**config.mk**
```make
export PLATFORM = sky130hd
export DESIGN_NAME = hal_link
export DESIGN_NICKNAME = d
export VERILOG_FILES = /design/src/hal_pkg.sv /design/src/hal_link.sv /design/src/hal_timer.sv
export SDC_FILE = /design/constraint.sdc
export NUM_CORES = 1
export LEC_CHECK = 0
export BUFFER_PORTS_ARGS = -buffer_cell sky130_fd_sc_hd__buf_2
export CAP_MARGIN = 20
export CORE_UTILIZATION = 50
export CTS_CLUSTER_DIAMETER = 30
export DETAILED_ROUTE_END_ITERATION = 10
export PLACE_DENSITY = 0.8
export SETUP_SLACK_MARGIN = 0.15
export SLEW_MARGIN = 20
export SYNTH_ARGS = -nofsm -noshare
export SYNTH_HDL_FRONTEND = slang
export SYNTH_SLANG_ARGS = --single-unit
```
**constraint.sdc**
```tcl
create_clock -name clk_in -period 7.5 [get_ports clk_in]
set_input_delay 1.125 -clock clk_in [delete_from_list [all_inputs] [get_ports clk_in]]
set_output_delay 1.125 -clock clk_in [all_outputs]
set_load 0.01 [all_outputs]
```
**src/hal_pkg.sv**
```systemverilog
// constants, carriers and state of the hdlc auto-mode link engine
// assumes a framer on the same clock that builds and parses the frames
// How it works
// - send_info_frame_cmd builds address and control itself, info from queue; auto-mode only.
// - send_transparent_frame_cmd sends software-built frame from queue in every mode.
// - window size one; modulo 8 or 128 chosen by second_high_address_compare bit.
// - auto-mode stores every received unnumbered frame in the receive queue.
// - link_reset_cmd reinitialises the logical link state at any time.
// - after reset the channel is a combined station doing auto procedures.
// - s-frames handled silently; events only on ready change, protocol error or a queue unlock (pool ready or repeat).
// - i-frame with unexpected send number discarded silently, answered by s response.
// - while software holds receiver busy, i-frames rejected silently with rnr.
// - sequence checks use only the least significant bit of the counters.
// - device builds all s commands and responses; user sends i or transparent.
// - i-frame needs internal timer; after sending start timer, lock queue, await ack.
// - on timeout poll with p set, expect f set; retry count times, then stop.
// - ack or poll end unlocks queue with pool ready, repeat or timer expiry.
// - after rnr, poll every period until ready; after retries, timer expiry.
// - transparent frame sent unlocks queue at once with pool ready.
// - normal response mode bit makes a secondary answering only after a poll.
// - secondary holds i-frame until polled, sends with final, locks until acked.
// - secondary unlocks on ack with pool ready or repeat; never polls.
// - secondary sends transparent frame only after a poll grant.
// - auto-mode when both mode select bits are zero.
// - response frame starts within five cycles after a frame is received.
package hal_pkg;
    localparam int CLK_PERIOD_NS = 10;
    localparam int TICK_NS       = 1000;
    localparam int TICK_CYC      = (TICK_NS + CLK_PERIOD_NS - 1) / CLK_PERIOD_NS;
    localparam int RESP_MAX_CYC  = 5;

    localparam logic [7:0] A_MODE = 8'h00;
    localparam logic [7:0] A_CMD  = 8'h04;
    localparam logic [7:0] A_BCH  = 8'h08;
    localparam logic [7:0] A_SECOND_HIGH_ADDRESS_COMPARE = 8'h0C;
    localparam logic [7:0] A_PER  = 8'h10;
    localparam logic [7:0] A_RTY  = 8'h14;
    localparam logic [7:0] A_STAT = 8'h18;
    localparam logic [7:0] A_VS   = 8'h1C;
    localparam logic [7:0] A_VR   = 8'h20;

    localparam int MODE_MDS_LO = 0;
    localparam int MODE_MDS_HI = 1;
    localparam int MODE_ADM    = 2;
    localparam int MODE_TINT   = 3;
    localparam int MODE_LBUSY  = 4;
    localparam int CMD_XI      = 0;
    localparam int CMD_XT      = 1;
    localparam int CMD_RST     = 2;
    localparam int BCH_NRM     = 5;
    localparam int SECOND_HIGH_ADDRESS_COMPARE_EXT    = 0;

    localparam logic [7:0] RST_MODE = 8'h00;
    localparam logic [7:0] RST_BCH  = 8'h00;
    localparam logic [7:0] RST_SECOND_HIGH_ADDRESS_COMPARE = 8'h00;
    localparam logic [7:0] RST_PER  = 8'h0A;
    localparam logic [7:0] RST_RTY  = 8'h03;

    localparam logic [1:0] K_I   = 2'h0;
    localparam logic [1:0] K_S   = 2'h1;
    localparam logic [1:0] K_U   = 2'h2;
    localparam logic [1:0] K_T   = 2'h3;
    localparam logic [1:0] S_RR  = 2'h0;
    localparam logic [1:0] S_RNR = 2'h1;
    localparam logic [1:0] S_REJ = 2'h2;

    typedef struct packed {
        logic [1:0] kind;
        logic [1:0] sfunc;
        logic [6:0] ns;
        logic [6:0] nr;
        logic       pf;
        logic       is_cmd;
        logic       has_info;
    } hal_frame_t;

    typedef struct packed {
        logic pool_ready;
        logic repeat_needed;
        logic timer_expiry;
        logic remote_status;
        logic protocol_error;
    } hal_irq_t;

    typedef enum logic [3:0] {
        TX_IDLE = 4'h1,
        TX_I    = 4'h2,
        TX_T    = 4'h4,
        TX_S    = 4'h8
    } hal_tx_st_t;

    typedef struct packed {
        hal_tx_st_t st;
        logic [7:0] mode, bch, second_high_address_compare, per, rty, rdata, tries;
        logic [6:0] vs, vr;
        logic       q_locked, remote_busy, wait_final, busy_poll;
        logic       s_pend, s_pf, s_cmd, grant, i_pend, t_pend;
        logic       tx_start, rx_store;
        hal_frame_t tx_frame;
        hal_irq_t   irq;
    } hal_state_t;

    function automatic logic [6:0] hal_inc(input logic [6:0] v, input logic ext);
        return ext ? v + 7'h01 : {4'h0, v[2:0] + 3'h1};
    endfunction : hal_inc
endpackage : hal_pkg

```
**src/hal_link.sv**
```systemverilog
// auto-mode link procedure engine of one hdlc channel
// assumes a framer on clk_in: it reports parsed frames and sends what we request
//
// Local design decisions: the address map and the strobed register port.
`timescale 1ns/100ps
module hal_link #(
    parameter int TICK = hal_pkg::TICK_CYC
) (
    input  wire logic               clk_in,
    input  wire logic               rst_b_in,
    input  wire logic [7:0]         reg_addr_in,
    input  wire logic [7:0]         reg_wdata_in,
    input  wire logic               reg_wr_in,
    input  wire logic               reg_rd_in,
    output logic [7:0]              reg_rdata_out,
    input  wire logic               rx_valid_in,
    input  wire hal_pkg::hal_frame_t rx_frame_in,
    output logic                    rx_store_out,
    output logic                    tx_start_out,
    output hal_pkg::hal_frame_t     tx_frame_out,
    input  wire logic               tx_done_in,
    output logic                    ctrl_ext_out,
    output logic                    queue_locked_out,
    output hal_pkg::hal_irq_t       irq_out
);
    localparam int RESP_MAX = hal_pkg::RESP_MAX_CYC;

    hal_pkg::hal_state_t r;
    hal_pkg::hal_state_t n;
    hal_pkg::hal_frame_t f;
    hal_pkg::hal_frame_t fr;
    logic                auto_m;
    logic                tint;
    logic                normal_response_mode_bit;
    logic                ext;
    logic                lbusy;
    logic                acked;
    logic                tmr_start;
    logic                tmr_run;
    logic                tmr_exp;
    logic                link_rst;

    assign auto_m = (r.mode[hal_pkg::MODE_MDS_HI:hal_pkg::MODE_MDS_LO] == 2'h0);
    assign tint   = r.mode[hal_pkg::MODE_TINT];
    assign lbusy  = r.mode[hal_pkg::MODE_LBUSY];
    assign normal_response_mode_bit    = r.bch[hal_pkg::BCH_NRM];
    assign ext    = r.second_high_address_compare[hal_pkg::SECOND_HIGH_ADDRESS_COMPARE_EXT];
    assign f      = rx_frame_in;
    assign link_rst = reg_wr_in && (reg_addr_in == hal_pkg::A_CMD)
                      && reg_wdata_in[hal_pkg::CMD_RST];
    // window of one: only the low bit of the counters matters
    assign acked  = (f.nr[0] == r.vs[0]);
    // a secondary never runs the timer on its own
    assign tmr_run = (r.q_locked && tint && !normal_response_mode_bit) || r.busy_poll;

    hal_timer #(
        .TICK(TICK)
    ) u_timer (
        .clk_in     (clk_in),
        .rst_b_in   (rst_b_in),
        .start_in   (tmr_start),
        .run_in     (tmr_run),
        .period_in  (r.per),
        .expired_out(tmr_exp)
    );

    always_comb begin
        n = r;
        fr = '0;
        tmr_start = 1'b0;
        n.tx_start = 1'b0;
        n.rx_store = 1'b0;
        n.irq = '0;
        n.rdata = 8'h00;
        if (reg_wr_in) begin
            case (reg_addr_in)
                hal_pkg::A_MODE: n.mode = reg_wdata_in;
                hal_pkg::A_CMD: begin
                    if (reg_wdata_in[hal_pkg::CMD_XI] && auto_m) begin
                        n.i_pend = 1'b1;
                    end
                    if (reg_wdata_in[hal_pkg::CMD_XT]) begin
                        n.t_pend = 1'b1;
                    end
                end
                hal_pkg::A_BCH:  n.bch = reg_wdata_in;
                hal_pkg::A_SECOND_HIGH_ADDRESS_COMPARE: n.second_high_address_compare = reg_wdata_in;
                hal_pkg::A_PER:  n.per = reg_wdata_in;
                hal_pkg::A_RTY:  n.rty = reg_wdata_in;
                default: ;
            endcase
        end
        if (reg_rd_in) begin
            case (reg_addr_in)
                hal_pkg::A_MODE: n.rdata = r.mode;
                hal_pkg::A_BCH:  n.rdata = r.bch;
                hal_pkg::A_SECOND_HIGH_ADDRESS_COMPARE: n.rdata = r.second_high_address_compare;
                hal_pkg::A_PER:  n.rdata = r.per;
                hal_pkg::A_RTY:  n.rdata = r.rty;
                hal_pkg::A_STAT: n.rdata = {1'b0, r.grant, r.t_pend, r.i_pend,
                                            r.wait_final, r.busy_poll,
                                            r.remote_busy, r.q_locked};
                hal_pkg::A_VS:   n.rdata = {1'b0, r.vs};
                hal_pkg::A_VR:   n.rdata = {1'b0, r.vr};
                default:         n.rdata = 8'h00;
            endcase
        end
        if (tx_done_in) begin
            case (r.st)
                hal_pkg::TX_I: begin
                    n.q_locked = 1'b1;
                    n.vs = hal_pkg::hal_inc(r.vs, ext);
                    n.tries = 8'h00;
                    n.wait_final = 1'b0;
                    if (tint && !normal_response_mode_bit) begin
                        tmr_start = 1'b1;
                    end
                end
                hal_pkg::TX_T: n.irq.pool_ready = 1'b1;
                default: ;
            endcase
            n.st = hal_pkg::TX_IDLE;
        end
        if (r.st == hal_pkg::TX_IDLE && !r.tx_start) begin
            fr.ns = r.vs;
            fr.nr = r.vr;
            fr.sfunc = lbusy ? hal_pkg::S_RNR : hal_pkg::S_RR;
            if (r.s_cmd && !normal_response_mode_bit) begin
                fr.kind = hal_pkg::K_S;
                fr.pf = 1'b1;
                fr.is_cmd = 1'b1;
                n.s_cmd = 1'b0;
                n.st = hal_pkg::TX_S;
            end else if (normal_response_mode_bit && r.grant && r.t_pend) begin
                fr.kind = hal_pkg::K_T;
                fr.pf = 1'b1;
                n.t_pend = 1'b0;
                n.s_pend = 1'b0;
                n.st = hal_pkg::TX_T;
            end else if (normal_response_mode_bit && r.grant && r.i_pend && !r.q_locked) begin
                fr.kind = hal_pkg::K_I;
                fr.pf = 1'b1;
                n.i_pend = 1'b0;
                n.s_pend = 1'b0;
                n.st = hal_pkg::TX_I;
            end else if (r.s_pend && (!normal_response_mode_bit || r.grant)) begin
                fr.kind = hal_pkg::K_S;
                fr.pf = r.s_pf;
                n.s_pend = 1'b0;
                n.st = hal_pkg::TX_S;
            end else if (!normal_response_mode_bit && r.t_pend) begin
                fr.kind = hal_pkg::K_T;
                n.t_pend = 1'b0;
                n.st = hal_pkg::TX_T;
            end else if (!normal_response_mode_bit && r.i_pend && !r.q_locked && !r.remote_busy
                         && tint && auto_m) begin
                fr.kind = hal_pkg::K_I;
                fr.is_cmd = 1'b1;
                n.i_pend = 1'b0;
                n.st = hal_pkg::TX_I;
            end
            if (n.st != hal_pkg::TX_IDLE) begin
                n.tx_start = 1'b1;
                n.tx_frame = fr;
                n.grant = 1'b0;
            end
        end
        // timer work comes before receive so a late ack still wins
        if (tmr_exp && !normal_response_mode_bit) begin
            if (r.tries == r.rty) begin
                n.irq.timer_expiry = r.q_locked || r.busy_poll;
                n.q_locked = 1'b0;
                n.busy_poll = 1'b0;
                n.wait_final = 1'b0;
            end else begin
                n.s_cmd = 1'b1;
                n.wait_final = 1'b1;
                n.tries = r.tries + 8'h01;
            end
        end
        if (rx_valid_in) begin
            if (!auto_m) begin
                n.rx_store = 1'b1;
            end else if (f.kind == hal_pkg::K_I || (f.kind == hal_pkg::K_S && !f.has_info)) begin
                if (r.q_locked) begin
                    if (acked) begin
                        n.q_locked = 1'b0;
                        n.wait_final = 1'b0;
                        n.irq.pool_ready = 1'b1;
                    end else if ((f.kind == hal_pkg::K_S && f.sfunc == hal_pkg::S_REJ)
                                 || (f.pf && !f.is_cmd && r.wait_final)
                                 || (normal_response_mode_bit && f.pf)) begin
                        n.q_locked = 1'b0;
                        n.wait_final = 1'b0;
                        n.irq.repeat_needed = 1'b1;
                    end
                end else if (!acked) begin
                    n.irq.protocol_error = 1'b1;
                end
            end
            if (auto_m) begin
                case (f.kind)
                    hal_pkg::K_U: n.rx_store = 1'b1;
                    hal_pkg::K_S: begin
                        if (f.has_info) begin
                            n.irq.protocol_error = 1'b1;
                        end else begin
                            if (f.sfunc != hal_pkg::S_REJ) begin
                                n.remote_busy = (f.sfunc == hal_pkg::S_RNR);
                                n.irq.remote_status = (f.sfunc == hal_pkg::S_RNR)
                                                      != r.remote_busy;
                            end
                            if (f.sfunc == hal_pkg::S_RNR && !r.busy_poll
                                && tint && !normal_response_mode_bit) begin
                                n.busy_poll = 1'b1;
                                n.tries = 8'h00;
                                tmr_start = 1'b1;
                            end
                            if (f.sfunc == hal_pkg::S_RR) begin
                                n.busy_poll = 1'b0;
                            end
                            if (f.pf && !f.is_cmd) begin
                                n.wait_final = 1'b0;
                            end
                            if (f.pf && f.is_cmd) begin
                                n.s_pend = 1'b1;
                                n.s_pf = 1'b1;
                                n.grant = normal_response_mode_bit;
                            end
                        end
                    end
                    hal_pkg::K_I: begin
                        n.s_pend = !normal_response_mode_bit || f.pf;
                        n.s_pf = f.pf;
                        if (!lbusy && f.ns[0] == r.vr[0]) begin
                            n.rx_store = 1'b1;
                            n.vr = hal_pkg::hal_inc(r.vr, ext);
                        end
                        if (normal_response_mode_bit && f.pf) begin
                            n.grant = 1'b1;
                        end
                    end
                    default: ;
                endcase
            end
        end
        if (link_rst) begin
            n.vs = 7'h00;
            n.vr = 7'h00;
            n.q_locked = 1'b0;
            n.remote_busy = 1'b0;
            n.wait_final = 1'b0;
            n.busy_poll = 1'b0;
            n.s_pend = 1'b0;
            n.s_cmd = 1'b0;
            n.grant = 1'b0;
            n.i_pend = 1'b0;
            n.t_pend = 1'b0;
            n.tries = 8'h00;
        end
    end

    always_ff @(posedge clk_in) begin
        if (!rst_b_in) begin
            r <= '0;
            r.st <= hal_pkg::TX_IDLE;
            r.mode <= hal_pkg::RST_MODE;
            r.bch <= hal_pkg::RST_BCH;
            r.second_high_address_compare <= hal_pkg::RST_SECOND_HIGH_ADDRESS_COMPARE;
            r.per <= hal_pkg::RST_PER;
            r.rty <= hal_pkg::RST_RTY;
        end else begin
            r <= n;
        end
    end

    assign reg_rdata_out    = r.rdata;
    assign rx_store_out     = r.rx_store;
    assign tx_start_out     = r.tx_start;
    assign tx_frame_out     = r.tx_frame;
    assign ctrl_ext_out     = ext;
    assign queue_locked_out = r.q_locked;
    assign irq_out          = r.irq;
endmodule : hal_link

```
**src/hal_timer.sv**
```systemverilog
// supervision timer: counts period ticks, pulses on every expiry while run
// assumes start and run come from logic on the same clock
`timescale 1ns/100ps
module hal_timer #(
    parameter int TICK = hal_pkg::TICK_CYC
) (
    input  wire logic       clk_in,
    input  wire logic       rst_b_in,
    input  wire logic       start_in,
    input  wire logic       run_in,
    input  wire logic [7:0] period_in,
    output logic            expired_out
);
    typedef struct packed {
        logic [15:0] tick;
        logic [7:0]  cnt;
        logic        exp;
    } hal_tmr_t;

    hal_tmr_t r;
    hal_tmr_t n;

    always_comb begin
        n = r;
        n.exp = 1'b0;
        if (start_in) begin
            n.tick = 16'h0000;
            n.cnt = 8'h00;
        end else if (run_in) begin
            if (r.tick == 16'(TICK - 1)) begin
                n.tick = 16'h0000;
                // a zero period behaves as one tick
                if ({1'b0, r.cnt} + 9'h001 >= {1'b0, period_in}) begin
                    n.cnt = 8'h00;
                    n.exp = 1'b1;
                end else begin
                    n.cnt = r.cnt + 8'h01;
                end
            end else begin
                n.tick = r.tick + 16'h0001;
            end
        end
    end

    always_ff @(posedge clk_in) begin
        if (!rst_b_in) begin
            r <= '0;
        end else begin
            r <= n;
        end
    end

    assign expired_out = r.exp;
endmodule : hal_timer

```
==> impl_results.md <==
- Starting density of the core: 52.0%
- Post-synth top flop: dfxtp_1
- Post-DP HPWL: 11.3 mm
- RSZ-0062 raised after global routing: false
- Clk buf depth: 2
- Root buf cell: clkbuf_16
- Largest family of logic cells by synthesized area: simple AND/OR/NAND/NOR gates
- Most common cell after layout, fill and taps aside: dfxtp_1
- Hold slack: 0.453 ns
- Fin crit period: roughly 3 ns
- Register area share after synthesis: between 30% and 40%
- Complex-gate fraction of the synthesized area: 13.8%
- CTS tree: done
- Cell count after synthesis: 808
- Largest net degree at the start of global routing: 80
- Post-synth EDFFs: 0
- Simple-gate share of the synthesized area: 25.3%
- Chip width: 120 microns
- Leak pwr: 2.96 nW
- Worst Path Max Fanout: 9
- Overall routed net length: 16.1 mm
- CTS Hold Buffers Added: 0
- Utilization after layout: 57.4%
- Fillers: 1172
- Hold depth: 2
- Die area: 14400 sq um
- Period utilisation layout: 39.0%
- Reg area: approximately 2700 sq um
- Initial antenna violation count: 1
- Core area: 13400 sq um
- Cts bufs inserted: 17
- Max Clk Rate: 342 MHz
- Dpl cell area: 7110 sq um
- Max_slew headroom: between 30% and 40%
- Vias per Instance: between 5 and 6
- Clock sinks: roughly 140
- Vias in the first global route: roughly 5400
- Fin. max-slew vios: 0
- Total grt overflow: 0
- Starting DRT DRC Count: about 440
- Clk slew on worst S/H paths: 0.05 ns
- FFs w/ async S/R, synth: 0%
- Setup TNS Final: 0 ns
- Outcome: finished, final reports clean
- # setup viols final: 0
- Hold Crit Class: register to register
- #FFs+latches synth: roughly 140
- Worst Max-Slew Pin Slew: 0.966 ns
- DR WL/cell: 15.8 microns
- Post-Synth Adder-Cell Area: 2.33%
- Most frequent cells in the layout: 135 x dfxtp_1, 134 x nand2_1, 66 x buf_2
- MaxCap Viol Count: 0
- Area share of xor/xnor cells in the synthesized design: under 10%
- Post-synthesis mux area share: 6.81%
- Area of the multi-input gates: 3780 sq um
- Worst setup EP type: register
- Final Cell Area: 7700 sq um
- GRT Util Overall: a little under a quarter
- Number of H-tree levels: 4
- VDD IR-drop max: 0.167 mV
- Boundary Pins: 81
- CP Launch Type: register
- Cells on worst reg2reg path: 10
- Routed vias: 5824
- Setup Skew: roughly 0.0065 ns
- CP arrival: 3.28 ns
- Fin nets: 883
- Final Hold Vio Count: 0
- Post-route DRC: 0
- Syn Area/Cell: about 8.6 sq um
- Pwr dens: between 200 and 250 nW/um^2
- Worst Setup Path Type: register to register
- I/O Buffers: 66
- Share of layout cells above drive strength 1: 14.5%
- Chip height: 120 microns
- First-pass GRT wire length: 26.6 mm
- Syn Std Cell Area: 6970 sq um
- Site row count: 42
- Clock Latency Late Sink: 0.43 ns
- Post-cts resize count: 0
- Count of unique library cells instantiated by Yosys: 70
- # Post-CTS Setup Buffers: 0
- Syn-to-layout area delta: 10.5%
- Synthesis warning total: 0
- Routability Congestion: 0.923
- Final ANT Viol Nets: 0
- R2R setup slack: 4.58 ns
- Pre-Repair DR Iteration Count: 5
- CP Data Required Time: slightly below 8 ns
[critical path, stage by stage, from the launching register on]
cell	delay (ns)
dfxtp_1	0.41
ha_1	0.21
nand3_1	0.15
nor2_1	0.16
xor2_1	0.24
ha_1	0.29
a21o_1	0.18
a221o_1	0.35
a211oi_2	0.56
nand3b_1	0.15
a21oi_1	0.16
[cell families (layout without fill, tap and decap cells)]
kind of cell    count (synthesis)  after routing
compound gates                134            134
flops                         135            135
other cells                     1              4
buf+inv                        86            117
mux                            47             47
simple gates                  346            346
xor+xnor                       46             46
fa+ha+maj                      13             13
[registers in the layout (all words and copies together), names as in the netlist]
| signal | cells |
|---|---|
| ctrl_ext_out | 1 |
| irq_out | 5 |
| lbusy | 1 |
| normal_response_mode_bit | 1 |
| queue_locked_out | 1 |
| r | 72 |
| reg_rdata_out | 8 |
| rx_store_out | 1 |
| tx_frame_out | 19 |
| tx_start_out | 1 |
| u_timer.expired_out | 1 |
| u_timer.r | 24 |
[final timing paths]
path / startpoint / endpoint
worst min-delay path: tx_frame_out[8] / tx_frame_out[8]
worst min register to register: tx_frame_out[8] / tx_frame_out[8]
worst max register to register: u_timer.r[1] / u_timer.r[1]
worst max-delay path: u_timer.r[1] / u_timer.r[1]
[through the flow]
step	setup slack (ns)	std cells	total power [W]
6_report	4.58	1018	0.00170
5_1_grt	4.40	1016	0.00176
4_1_cts	4.56	1016	0.00171
3_5_place_dp	4.24	984	0.000901
3_3_place_gp	4.26	984	0.000898
2_1_floorplan	4.79	809	0.000881
[layer usage]
layer / GRT usage [%] / vias up / wire [microns]
met3: 5.56 / 40 / 1100
met4: 11.4 / 0 / 458
met2: 37.1 / 223 / 7480
li1: - / 2860 / -
met5: 0 / - / 0
met1: 29.9 / 2701 / 7050
[synthesized netlist by cell type, drive strengths merged, types with 16 or more instances]
cell type | count | area (sq um)
nand2 | 134 | 503
nor3 | 16 | 103
a21boi | 23 | 173
nand4 | 20 | 125
xnor2 | 17 | 149
nor2 | 59 | 224
a21oi | 25 | 125
nor2b | 21 | 131
o21ai | 20 | 100
mux2i | 44 | 440
dfxtp | 135 | 2700
nand3 | 22 | 110
clkbuf | 23 | 86.3
buf | 46 | 347
xor2 | 29 | 254
inv | 17 | 63.8
[where the power goes]
group	switching (W)	internal [W]	total [W]
combinational	0.0000928	0.0000568	0.000150
clock	0.000309	0.000502	0.000812
sequential	0.00000980	0.000728	0.000738
total	0.000412	0.00129	0.00170
[layout make-up]
type | count | area share [%]
Sequential cell | 135 | 35.1
Inverter | 17 | 0.829
Clock buffer | 19 | 5.89
Timing Repair Buffer | 68 | 4.49
Multi-Input combinational cell | 588 | 49.1
Antenna cell | 2 | 0.0650
Tap cell | 176 | 2.86
Clock inverter | 13 | 1.69
Power figures use the tool's default switching activity.
